--- src/hw/rtcu_defs.svh ---
// Offsets, field positions, reset values and timing counts of the update core.
// Assumes a 10 MHz core clock; included by the top module and the bench.
`ifndef RTCU_DEFS_SVH
`define RTCU_DEFS_SVH

// ----------------------------------------------------------------------------
// Timing
// ----------------------------------------------------------------------------
`define RTCU_CLK_PERIOD_NS 100
`define RTCU_PRE_UPD_NS    244000
`define RTCU_UPD_SHORT_NS  248000
`define RTCU_UPD_LONG_NS   1984000
`define RTCU_PRE_UPD_CYC   ((`RTCU_PRE_UPD_NS + `RTCU_CLK_PERIOD_NS - 1) / `RTCU_CLK_PERIOD_NS)
`define RTCU_UPD_SHORT_CYC ((`RTCU_UPD_SHORT_NS + `RTCU_CLK_PERIOD_NS - 1) / `RTCU_CLK_PERIOD_NS)
`define RTCU_UPD_LONG_CYC  ((`RTCU_UPD_LONG_NS + `RTCU_CLK_PERIOD_NS - 1) / `RTCU_CLK_PERIOD_NS)

// ----------------------------------------------------------------------------
// Offsets
// ----------------------------------------------------------------------------
`define RTCU_OFS_SEC     6'h00
`define RTCU_OFS_SEC_ALM 6'h01
`define RTCU_OFS_MIN     6'h02
`define RTCU_OFS_MIN_ALM 6'h03
`define RTCU_OFS_HR      6'h04
`define RTCU_OFS_HR_ALM  6'h05
`define RTCU_OFS_DOW     6'h06
`define RTCU_OFS_DATE    6'h07
`define RTCU_OFS_MON     6'h08
`define RTCU_OFS_YEAR    6'h09
`define RTCU_OFS_CTRL_A  6'h0a
`define RTCU_OFS_CTRL_B  6'h0b
`define RTCU_OFS_FLAGS   6'h0c

// ----------------------------------------------------------------------------
// Fields and reset values
// ----------------------------------------------------------------------------
`define RTCU_A_PEND      7
`define RTCU_B_SET       7
`define RTCU_B_AIE       5
`define RTCU_B_UIE       4
`define RTCU_B_SQUARE_WAVE_OUTPUT_ENABLE      3
`define RTCU_A_RST       7'h00
`define RTCU_B_RST       8'h00
`define RTCU_DIV_HOLD    22'h200000
`define RTCU_WILDCARD    2'h3
`define RTCU_UNDEF_DATA  8'hff
`endif

--- src/hw/rtcu_pkg.sv ---
// Types shared by the update core.
// Assumes the constants header is on the include path.
package rtcu_pkg;
  typedef enum logic [2:0] {
    ST_IDLE = 3'b001,
    ST_PEND = 3'b010,
    ST_UPD  = 3'b100
  } rtcu_state_e;

  typedef logic [9:0][7:0] rtcu_time_t;

  typedef struct packed {
    logic       tb;
    logic       clock_out_divide_select;
    logic       ce_n;
    logic       as;
    logic       ds;
    logic       rw;
    logic [7:0] ad;
  } rtcu_pins_s;

  typedef struct packed {
    rtcu_pins_s  s1;
    rtcu_pins_s  s2;
    rtcu_pins_s  s3;
    rtcu_pins_s  pin;
    logic [21:0] div;
    logic [1:0]  ck_div;
    logic        ck_out;
    logic        square_wave_pin;
    rtcu_state_e st;
    logic [14:0] cnt;
    logic        update_pending_flag;
    rtcu_time_t  tm;
    logic [6:0]  reg_a;
    logic [7:0]  reg_b;
    logic        uf;
    logic        af;
    logic        irq;
    logic [5:0]  addr;
    logic        strobe_mode;
    logic [7:0]  ad_out;
    logic        ad_oe;
  } rtcu_state_s;
endpackage

--- src/hw/rtcu_top.sv ---
// Update cycle, divider taps, clock out and multiplexed bus of the clock core.
// Assumes all pins arrive asynchronously; the wire level of AD is resolved outside.
//
// Implementation choices: the address map and strobed register access.
`timescale 1ns/1ps
`include "rtcu_defs.svh"

// Notes on behaviour
// - One update per second only with valid time base, running chain, inhibit clear.
// - Setting inhibit aborts a running update and blocks new ones.
// - Update increments seconds and carries through minutes, hours, days, months, year.
// - Alarm fires when all three alarm bytes match or hold wildcard 11xxxxxx.
// - Update lasts 248 us on megahertz bases, 1984 us on 32.768 kHz.
// - Time, calendar and alarm storage reads undefined and ignores writes during update.
// - Pending flag rises 244 us before update and stays high through it.
// - Update-ended event raised at end of every update, interrupt when enabled.
// - With chip enable negated all bus inputs are ignored.
// - Clock out follows time base when select high, quarter rate when low.
// - Square wave shows one of 15 chain taps, gated by its enable bit.
// - Address taken from low six bus lines at address strobe fall.
// - Device drives read data in strobe phase, releases per bus mode.
// - Data strobe level sampled at address strobe fall picks bus mode.
// - Low sample means strobe-style mode, high means read/write pulse mode.
// - Strobe mode: read/write is a level; pulse mode: active-low write pulse.
// - Divider bits pick base or hold chain; first update half second after release.
// - Year divisible by four is a leap year for February.
module rtcu_top #(
  parameter int unsigned UPD_LONG_CYC = `RTCU_UPD_LONG_CYC
) (
  // Clock and reset
  input  wire logic       CORE_CLK_I,
  input  wire logic       RST_B_I,
  // Time base and clock out
  input  wire logic       TIME_BASE_I,
  input  wire logic       CLK_OUT_DIV_SEL_I,
  output logic            CLK_OUT_O,
  output logic            SQUARE_WAVE_O,
  // Multiplexed host bus
  input  wire logic       CHIP_EN_B_I,
  input  wire logic       ADDR_STROBE_I,
  input  wire logic       DATA_STROBE_I,
  input  wire logic       READ_WRITE_I,
  input  wire logic [7:0] AD_I,
  output logic      [7:0] AD_O,
  output logic            AD_OE_O,
  // Status
  output logic            UPDATE_PENDING_O,
  output logic            UPDATE_IRQ_O
);

  // --------------------------------------------------------------------------
  // Helpers
  // --------------------------------------------------------------------------
  function automatic logic [7:0] month_days(input logic [7:0] mon, input logic [7:0] yr);
    case (mon)
      8'h02:   month_days = (yr[1:0] == 2'h0) ? 8'h1d : 8'h1c;
      8'h04,
      8'h06,
      8'h09,
      8'h0b:   month_days = 8'h1e;
      default: month_days = 8'h1f;
    endcase
  endfunction

  function automatic rtcu_pkg::rtcu_time_t advance(input rtcu_pkg::rtcu_time_t t);
    rtcu_pkg::rtcu_time_t r;
    r = t;
    if (t[`RTCU_OFS_SEC] < 8'h3b) begin
      r[`RTCU_OFS_SEC] = t[`RTCU_OFS_SEC] + 8'h01;
    end else begin
      r[`RTCU_OFS_SEC] = 8'h00;
      if (t[`RTCU_OFS_MIN] < 8'h3b) begin
        r[`RTCU_OFS_MIN] = t[`RTCU_OFS_MIN] + 8'h01;
      end else begin
        r[`RTCU_OFS_MIN] = 8'h00;
        if (t[`RTCU_OFS_HR] < 8'h17) begin
          r[`RTCU_OFS_HR] = t[`RTCU_OFS_HR] + 8'h01;
        end else begin
          r[`RTCU_OFS_HR]  = 8'h00;
          r[`RTCU_OFS_DOW] = (t[`RTCU_OFS_DOW] >= 8'h07) ? 8'h01 : t[`RTCU_OFS_DOW] + 8'h01;
          if (t[`RTCU_OFS_DATE] < month_days(t[`RTCU_OFS_MON], t[`RTCU_OFS_YEAR])) begin
            r[`RTCU_OFS_DATE] = t[`RTCU_OFS_DATE] + 8'h01;
          end else begin
            r[`RTCU_OFS_DATE] = 8'h01;
            if (t[`RTCU_OFS_MON] < 8'h0c) begin
              r[`RTCU_OFS_MON] = t[`RTCU_OFS_MON] + 8'h01;
            end else begin
              r[`RTCU_OFS_MON]  = 8'h01;
              r[`RTCU_OFS_YEAR] = (t[`RTCU_OFS_YEAR] >= 8'h63) ? 8'h00
                                                              : t[`RTCU_OFS_YEAR] + 8'h01;
            end
          end
        end
      end
    end
    advance = r;
  endfunction

  function automatic logic alarm_pos(input logic [7:0] alm, input logic [7:0] now);
    alarm_pos = (alm[7:6] == `RTCU_WILDCARD) || (alm == now);
  endfunction

  function automatic logic [4:0] tap_index(input logic [3:0] rs, input logic slow);
    case (rs)
      4'h1:    tap_index = slow ? 5'h0d : 5'h06;
      4'h2:    tap_index = slow ? 5'h0e : 5'h07;
      default: tap_index = 5'({1'b0, rs} + 5'h05);
    endcase
  endfunction

  // --------------------------------------------------------------------------
  // State
  // --------------------------------------------------------------------------
  rtcu_pkg::rtcu_state_s s;
  rtcu_pkg::rtcu_state_s n;
  rtcu_pkg::rtcu_pins_s  raw;
  rtcu_pkg::rtcu_pins_s  nf;
  rtcu_pkg::rtcu_time_t  adv;
  logic [2:0]            dv;
  logic                  dv_ok;
  logic                  run_ok;
  logic                  tb_rise;
  logic [22:0]           div_sum;
  logic [21:0]           div_step;
  logic                  tick;
  logic                  sel;
  logic                  rd_act;
  logic                  rd_start;
  logic                  wr_ev;
  logic [7:0]            rd_data;
  logic                  alarm_hit;
  logic                  upd_end;
  logic [14:0]           upd_cyc;

  assign raw = '{tb: TIME_BASE_I, clock_out_divide_select: CLK_OUT_DIV_SEL_I, ce_n: CHIP_EN_B_I,
                 as: ADDR_STROBE_I, ds: DATA_STROBE_I, rw: READ_WRITE_I, ad: AD_I};
  // Change accepted once second and third stage agree
  assign nf      = (s.s2 & s.s3) | (s.pin & (s.s2 ^ s.s3));
  assign dv      = s.reg_a[6:4];
  assign dv_ok   = (dv[2] == 1'b0) && (dv[1:0] != 2'h3);
  assign run_ok  = dv_ok && !s.reg_b[`RTCU_B_SET];
  assign tb_rise = !s.pin.tb && nf.tb;
  assign upd_cyc = (dv == 3'h2) ? 15'(UPD_LONG_CYC - 1) : 15'(`RTCU_UPD_SHORT_CYC - 1);
  assign adv     = advance(s.tm);
  assign upd_end = (s.st == rtcu_pkg::ST_UPD) && (s.cnt == 15'h0000) && !s.reg_b[`RTCU_B_SET];
  assign alarm_hit = alarm_pos(s.tm[`RTCU_OFS_SEC_ALM], adv[`RTCU_OFS_SEC])
                  && alarm_pos(s.tm[`RTCU_OFS_MIN_ALM], adv[`RTCU_OFS_MIN])
                  && alarm_pos(s.tm[`RTCU_OFS_HR_ALM], adv[`RTCU_OFS_HR]);

  // --------------------------------------------------------------------------
  // Divider chain
  // --------------------------------------------------------------------------
  always_comb begin
    case (dv)
      3'h1:    div_step = 22'h000004;
      3'h2:    div_step = 22'h000080;
      default: div_step = 22'h000001;
    endcase
  end
  assign div_sum = {1'b0, s.div} + {1'b0, div_step};
  assign tick    = tb_rise && dv_ok && div_sum[22];

  // --------------------------------------------------------------------------
  // Bus decode
  // --------------------------------------------------------------------------
  assign sel      = !s.pin.ce_n && !nf.ce_n;
  assign rd_act   = !nf.ce_n && !nf.as && !s.pin.as
                 && (s.strobe_mode ? (nf.ds && nf.rw) : !nf.ds);
  assign rd_start = rd_act && !s.ad_oe;
  assign wr_ev    = sel && (s.strobe_mode ? (s.pin.ds && !nf.ds && !s.pin.rw)
                                          : (!s.pin.rw && nf.rw));

  always_comb begin
    rd_data = 8'h00;
    case (s.addr)
      `RTCU_OFS_CTRL_A: rd_data = {s.update_pending_flag, s.reg_a};
      `RTCU_OFS_CTRL_B: rd_data = s.reg_b;
      `RTCU_OFS_FLAGS:  rd_data = {s.irq, 1'b0, s.af, s.uf, 4'h0};
      default: begin
        if (s.addr <= `RTCU_OFS_YEAR) begin
          rd_data = (s.st == rtcu_pkg::ST_UPD) ? `RTCU_UNDEF_DATA : s.tm[s.addr[3:0]];
        end
      end
    endcase
  end

  // --------------------------------------------------------------------------
  // Next state
  // --------------------------------------------------------------------------
  always_comb begin
    n     = s;
    n.s1  = raw;
    n.s2  = s.s1;
    n.s3  = s.s2;
    n.pin = nf;
    // Chain, clock out and square wave
    if (dv[2:1] == 2'h3) begin
      n.div = `RTCU_DIV_HOLD;
    end else if (tb_rise && dv_ok) begin
      n.div = div_sum[21:0];
    end
    if (tb_rise) begin
      n.ck_div = s.ck_div + 2'h1;
    end
    n.ck_out = nf.clock_out_divide_select ? nf.tb : s.ck_div[1];
    n.square_wave_pin    = s.reg_b[`RTCU_B_SQUARE_WAVE_OUTPUT_ENABLE] && (s.reg_a[3:0] != 4'h0)
            && s.div[tap_index(s.reg_a[3:0], dv == 3'h2)];
    // Update sequence
    case (s.st)
      rtcu_pkg::ST_IDLE: begin
        if (tick && run_ok) begin
          n.st  = rtcu_pkg::ST_PEND;
          n.cnt = 15'(`RTCU_PRE_UPD_CYC - 1);
          n.update_pending_flag = 1'b1;
        end
      end
      rtcu_pkg::ST_PEND: begin
        if (s.reg_b[`RTCU_B_SET]) begin
          n.st  = rtcu_pkg::ST_IDLE;
          n.update_pending_flag = 1'b0;
        end else if (s.cnt == 15'h0000) begin
          n.st  = rtcu_pkg::ST_UPD;
          n.cnt = upd_cyc;
        end else begin
          n.cnt = s.cnt - 15'h0001;
        end
      end
      rtcu_pkg::ST_UPD: begin
        if (s.reg_b[`RTCU_B_SET] || s.cnt == 15'h0000) begin
          n.st  = rtcu_pkg::ST_IDLE;
          n.update_pending_flag = 1'b0;
        end else begin
          n.cnt = s.cnt - 15'h0001;
        end
      end
      default: begin
        n.st  = rtcu_pkg::ST_IDLE;
        n.update_pending_flag = 1'b0;
      end
    endcase
    if (upd_end) begin
      n.tm = adv;
    end
    // Address phase
    if (sel && s.pin.as && !nf.as) begin
      n.addr        = s.pin.ad[5:0];
      n.strobe_mode = !s.pin.ds;
    end
    // Read phase
    n.ad_oe = rd_act;
    if (rd_start) begin
      n.ad_out = rd_data;
    end
    // Write phase
    if (wr_ev) begin
      case (s.addr)
        `RTCU_OFS_CTRL_A: n.reg_a = s.pin.ad[6:0];
        `RTCU_OFS_CTRL_B: n.reg_b = s.pin.ad;
        default: begin
          if (s.addr <= `RTCU_OFS_YEAR && s.st != rtcu_pkg::ST_UPD) begin
            n.tm[s.addr[3:0]] = s.pin.ad;
          end
        end
      endcase
    end
    // Flags: a setting event wins over the clearing read
    if (rd_start && s.addr == `RTCU_OFS_FLAGS) begin
      n.uf = 1'b0;
      n.af = 1'b0;
    end
    if (upd_end) begin
      n.uf = 1'b1;
      if (alarm_hit) begin
        n.af = 1'b1;
      end
    end
    n.irq = (n.uf && n.reg_b[`RTCU_B_UIE]) || (n.af && n.reg_b[`RTCU_B_AIE]);
  end

  always_ff @(posedge CORE_CLK_I or negedge RST_B_I) begin
    if (!RST_B_I) begin
      s       <= '0;
      s.div   <= `RTCU_DIV_HOLD;
      s.st    <= rtcu_pkg::ST_IDLE;
      s.reg_a <= `RTCU_A_RST;
      s.reg_b <= `RTCU_B_RST;
      s.strobe_mode              <= 1'b1;
      s.tm[`RTCU_OFS_DOW]        <= 8'h01;
      s.tm[`RTCU_OFS_DATE]       <= 8'h01;
      s.tm[`RTCU_OFS_MON]        <= 8'h01;
    end else begin
      s <= n;
    end
  end

  assign CLK_OUT_O        = s.ck_out;
  assign SQUARE_WAVE_O    = s.square_wave_pin;
  assign AD_O             = s.ad_out;
  assign AD_OE_O          = s.ad_oe;
  assign UPDATE_PENDING_O = s.update_pending_flag;
  assign UPDATE_IRQ_O     = s.irq;
  // --------------------------------------------------------------------------
  // Checks
  // --------------------------------------------------------------------------
  logic [14:0] pend_len;
  logic [14:0] upd_len;
  always_ff @(posedge CORE_CLK_I or negedge RST_B_I) begin
    if (!RST_B_I) begin
      pend_len <= 15'h0000;
      upd_len  <= 15'h0000;
    end else begin
      pend_len <= (s.st == rtcu_pkg::ST_PEND) ? pend_len + 15'h0001 : 15'h0000;
      upd_len  <= (s.st == rtcu_pkg::ST_UPD) ? upd_len + 15'h0001 : 15'h0000;
    end
  end
endmodule

--- config.mk ---
export PLATFORM = sky130hd
export DESIGN_NAME = rtcu_top
export DESIGN_NICKNAME = d
export VERILOG_FILES = /design/src/hw/rtcu_pkg.sv /design/src/hw/rtcu_top.sv
export VERILOG_INCLUDE_DIRS = /design/src /design/src/hw
export SDC_FILE = /design/constraint.sdc
export NUM_CORES = 1
export LEC_CHECK = 0
export BUFFER_PORTS_ARGS = -buffer_cell sky130_fd_sc_hd__buf_4
export CORE_UTILIZATION = 44
export DETAILED_ROUTE_END_ITERATION = 12
export GPL_TIMING_DRIVEN = 1
export PLACE_DENSITY_LB_ADDON = 0.3
export SLEW_MARGIN = 20
export SYNTH_ARGS = -nofsm -noshare
export SYNTH_HDL_FRONTEND = slang
export SYNTH_SLANG_ARGS = --single-unit
export TNS_END_PERCENT = 30
--- constraint.sdc ---
create_clock -name CORE_CLK_I -period 3.05 [get_ports CORE_CLK_I]
set_input_delay 0.61 -clock CORE_CLK_I [delete_from_list [all_inputs] [get_ports CORE_CLK_I]]
set_output_delay 0.61 -clock CORE_CLK_I [all_outputs]
set_load 0.05 [all_outputs]
After elaboration in Yosys (flattened, before gate mapping)
Index checks and enable logic that the tools add are counted.
- reductions and logical operators: 56
- $lt $le $gt $ge: 11
- eq/ne operators: 30
- multiplexer cells: 61
- bitwise logic cells: 5
- $add $sub $neg: 11
- operators with widths (operator ; count):
    two-way mux 80 bit ; 3
    two-way mux 8 bit ; 19
    two-way mux 32 bit ; 3
    two-way mux 95 bit ; 1
    bitwise mux 80 bit ; 1
    two-way mux 15 bit ; 4
    adder 8 x 1 -> 8 bit, second input constant ; 7
    one-hot mux 15 bit (3 select lines) ; 1
    two-way mux 22 bit ; 2
    binary-select mux 8 bit (select 4 bit) ; 1
    demux 8 bit (select 4 bit) ; 1
    logical AND 1 bit ; 29
    AND 14 bit ; 2
    equality test 8 bit ; 3
    one-hot mux 8 bit (3 select lines) ; 1
    adder 22 x 22 -> 23 bit ; 1
    two-way mux 19 bit ; 1
    equality test 6 x 4 -> 1 bit, second input constant ; 3
    equality test 8 x 3 -> 1 bit, second input constant ; 2
    equality test 8 x 4 -> 1 bit, second input constant ; 2
    < comparator 8 x 6 -> 1 bit, second input constant ; 2
    two-way mux 16 bit ; 1
    one-hot mux 8 bit (2 select lines) ; 1
    logical NOT 15 bit ; 1
    other kinds (45) ; 82
- flip-flop bits (word level): 215
- word-level logic and storage cells: 229
- output and inout port bits: 13

Longest topological paths before layout
- depth in word-level cells: 18
- depth in mapped cells: 15
- depth with buffers taken out: 13

Worst setup path before layout
No wires, ideal clock.
- kind: reg2reg
- start: reg s (netlist bit dv[1])
- end: reg s[124] in the netlist's numbering
- cell stages (with the launch flop): 16
- required time: 2.916 ns
- buffers on the path: 2
- arrival time: 2.807 ns
- path slack: 0.110 ns
- library setup time: 0.134 ns
- path through: dfrtp_1 > nor3b_2 > nor2_1 > ha_1 > ha_1 > a21o_1 > a31oi_1 > nor3b_1 > and4_1 > clkbuf_1 > a21oi_1 > a21oi_2 > inv_1 > buf_2 > o21ai_0 > o31ai_1
- cells in the longest elaborated chain, start to end: 7
- RTL lines (element ; line ; RTL):
    start, declared ; rtcu_top.sv:114 ; rtcu_pkg::rtcu_state_s s;
    start signal, assigned ; rtcu_top.sv:292 ; s <= n;
    equality test 3 x 2 -> 1 bit, or another cell as far along ; rtcu_top.sv:154 ; case (dv)
    one-hot mux 8 bit (2 select lines) / logical AND 1 bit (equally long branches) ; rtcu_top.sv:154, rtcu_top.sv:140 ;
    adder 22 x 22 -> 23 bit / logical AND 1 bit (equally long branches) ; rtcu_top.sv:160, rtcu_top.sv:161 ;
    logical AND 1 bit ; rtcu_top.sv:161 ; assign tick = tb_rise && dv_ok && div_sum[22];
    logical AND 1 bit (*) ; rtcu_top.sv:211 ; if (tick && run_ok) begin
    inequality test 2 bit (no line) (*) ; -- ;
    AND reduction 4 bit (no line) (*) ; -- ;
Every way passes the cells marked *; elsewhere a longest branch is shown, timed or not.
A chain may end at the register's enable or synchronous reset.

==> results.py <==
metrics = {
    "run_status": {
        "status": "finished clean",
    },
    "synthesis": {
        "ys_top_cells_by_area": "dfrtp_1 46%, mux2_2 3.8%, ha_1 3.8%",
        "ys_ff_latch": 215,
        "synth_edf_count": 0,
        "synthCells": 1130,
        "synth_top_area_cell": "dfrtp_1",
        "ys_warn_count": 0,
        "synth_ff_type": "dfrtp_1",
        "ys_types": 75,
        "syn-cell-area_sq_mm": 0.0114,
        "synth_nets": 1181,
        "synth_top_cell_area_share_pct": 45.7,
        "ys_seq_area_share_pct": 47.1,
        "avgSynthCellArea_sq_um": 10.1,
        "synth-async-reset-ratio_pct": 100,
    },
    "sta": {
        "tns_ns": 0,
        "worstMarginPinSlew_ns": 0.817,
        "period_share_pct": 96.7,
        "period_needed_ns": 2.95,
        "maxSlewHeadroom_pct": 45.6,
        "finClkSkew_ns": 0.0139,
        "finalSetupViolCount": 0,
        "hold_slack_ns": 0.0515,
        "rsz0062_at_grt": "true",
        "hold_viol_final": 0,
        "fmaxAchievable_ghz": 0.339,
        "final_max_slew_viol_count": 0,
    },
    "floorplanning": {
        "die_area_sq_mm": 0.0266,
        "fp.dieW_um": 163,
        "die_h_um": 163,
        "core.rowCount": 58,
        "start_util_pct": 45.1,
        "pin_count": 29,
        "core_area_sq_mm": 0.0253,
    },
    "clock_tree": {
        "path_clk_slew_ns": 0.06,
        "insertion_delay_ns": 0.52,
        "cts_sinks": 215,
        "cts_tree": "built",
        "numCtsBuffers": 24,
        "clock-root-buffer": "clkbuf_16",
        "htreeDepth": 1,
        "cts_hold_buf": 0,
        "clockBufferDepth": 3,
    },
    "setup_path": {
        "crit_slowest_cell": "or4b_4",
        "cp_data_arrival_time_ns": 3.38,
        "setup.worst_path.start_class": "flop",
        "end_kind": "flop",
        "crit_family": "simple AND/OR/NAND/NOR gates",
        "critPathRequiredTime_ns": 3.48,
        "path_cells": "inv_2, ha_4, or4b_4, nor3_4, nand4_2, nor2_1, nand2_1, a21oi_1, buf_4, nand4_1, a31oi_1",
        "crit_type": "flop to flop",
        "worstPathMaxFanout": 7,
        "cp.buffers_inverters": 2,
        "cp_slowest_stage_delay_ns": 0.51,
    },
    "final_layout": {
        "layout-drive-gt1-share_pct": 19.2,
        "multi_input_area_sq_mm": 0.00579,
        "diodes": 0,
        "syn_to_final_growth_pct": 16.2,
        "fillers": 2246,
        "regArea_sq_mm": 0.00539,
        "nets": 1241,
    },
    "global_routing": {
        "grt_usage_pct": 21.9,
        "grt_max_degree": 75,
        "antenna_found_initial": 0,
        "grt_pass1_wl_mm": 46.4,
        "gr-total-overflow": 0,
        "grt_pass1_vias": 8670,
    },
    "worst_hold_path": {
        "hold_class": "primary input to async pin",
    },
    "route": {
        "met1Wirelength_mm": 12.9,
        "wl_met3_mm": 1.58,
        "routed_wl_mm": 28.7,
        "top_layer": "met4",
        "wl_met2_mm": 13.4,
        "wl_per_cell_um": 18.6,
        "drtIter0Drc": 863,
        "avgViaCountPerCell": 5.91,
        "firstDrtPassIters": 5,
        "ant_nets": 0,
        "vias": 9086,
        "drc": 0,
    },
    "placement": {
        "hpwlAfterDp_mm": 19.6,
        "gp_congestion": 0.882,
        "port-buffer-count": 28,
    },
    "pwr": {
        "power.density_mw_per_mm2": 774,
        "finalPower_w": 0.0103,
        "leakagePower_nw": 6.03,
        "ir_worst_vdd_v": 0.000836,
    },
    "job": {
        "drv_cap": 0,
    },
}
[worst register-to-register path, delay by kind of cell (launching register included)]
family | cells | cell delay, ns
buf+inv | 2 | 0.28
fa+ha+maj | 1 | 0.14
simple gates | 6 | 1.57
flops | 1 | 0.41
compound gates | 2 | 0.47
[routing by layer]
metal  GRT usage [%]  vias to the layer above
met5               0                        -
met4            5.78                        0
met1            31.0                     4494
met2            35.2                      247
li1                -                     4297
met3            2.92                       48
[cell families (layout without fill, tap and decap cells)]
kind of cell / count (synthesis) / in the layout / synth area share [%]
muxes: 84 / 84 / 9.53
adders and majority gates: 35 / 35 / 3.83
buffers and inverters: 76 / 153 / 2.79
DFF: 215 / 215 / 47.1
AOI/OAI and AO/OA: 284 / 284 / 16.2
and+or+nand+nor: 398 / 398 / 17.6
xor gates and xnor gates: 38 / 38 / 2.91
[Yosys cell counts (all sizes together) (16+ instances only)]
library cell,n
nor2,113
o21ai,83
inv,19
xnor2,19
and3,18
nand2b,16
xor2,19
ha,35
clkbuf,43
nor3,24
nand2,106
a21oi,53
mux2i,29
mux2,39
a31oi,33
a21o,20
nand3,42
dfrtp,209
mux4,16
[final cells by class]
cell class	count	share of cell area (%)
clock inverters	15	1.81
inverters	19	0.537
multi-input cells	839	43.6
clock buffers	28	4.95
flip-flops and latches	215	40.6
repair buffers	91	5.39
well taps	330	3.11
[through the flow]
step	util (%)	cell area, sq um	cells	worst slack (ns)
after CTS	52.2	13200	1535	-0.0219
final	52.4	13300	1537	0.102
after global placement	48.6	12300	1492	-0.00773
after global routing	52.4	13300	1537	-0.0843
after floorplan	-	11400	1130	0.110
after detailed placement	48.6	12300	1492	-0.0429
[placed cells by master, fill, tap and decap left out, types with 18 or more instances in the layout]
cell type and instances:
a21o_1 20, a21oi_1 52, a31oi_1 32, and3_1 18, buf_4 88, clkbuf_16 25
dfrtp_1 207, ha_1 34, mux2_2 39, mux2i_1 29, nand2_1 105, nand3_1 42
nor2_1 112, nor3_1 22, o21ai_0 82, xnor2_1 19, xor2_1 19
[where the power goes]
part	total, W	switching, W	leakage [nW]	internal [W]
clock network	0.00323	0.00118	0.433	0.00205
registers	0.00398	0.000670	2.79	0.00331
logic	0.00306	0.00170	2.81	0.00136
[repair_timing]
action,CTS,global route
setup endpoints to repair,5,57
gates cloned,0,0
buffers inserted,0,2
endpoints found under the hold margin,0,0
resized for setup,3,16
pin swaps,0,5
[path summary, 6_finish.rpt]
path | to | depth (start not counted) | slack, ns | from
worst max register to register | s[100]$_DFF_PN0_ | 11 | 0.10 | s[115]$_DFFE_PN0P_
worst max-delay path | s[100]$_DFF_PN0_ | 11 | 0.10 | s[115]$_DFFE_PN0P_
worst min-delay path | s[128]$_DFFE_PN0P_ | 1 | 0.05 | RST_B_I
max in group asynchronous | s[98]$_DFF_PN1_ | 2 | 2.15 | RST_B_I
worst min register to register | n[173]$_DFF_PN0_ | 0 | 0.34 | n[187]$_DFF_PN0_
min in group CORE_CLK_I | n[196]$_DFF_PN0_ | 1 | 0.20 | DATA_STROBE_I
[flip-flops by register name (all words and copies together), names as in the netlist]
signal,count
UPDATE_PENDING_O,1
dv,3
SQUARE_WAVE_O,1
s,147
AD_O,8
adv,24
AD_OE_O,1
UPDATE_IRQ_O,1
n,28
CLK_OUT_O,1
Power figures use the tool's default switching activity.
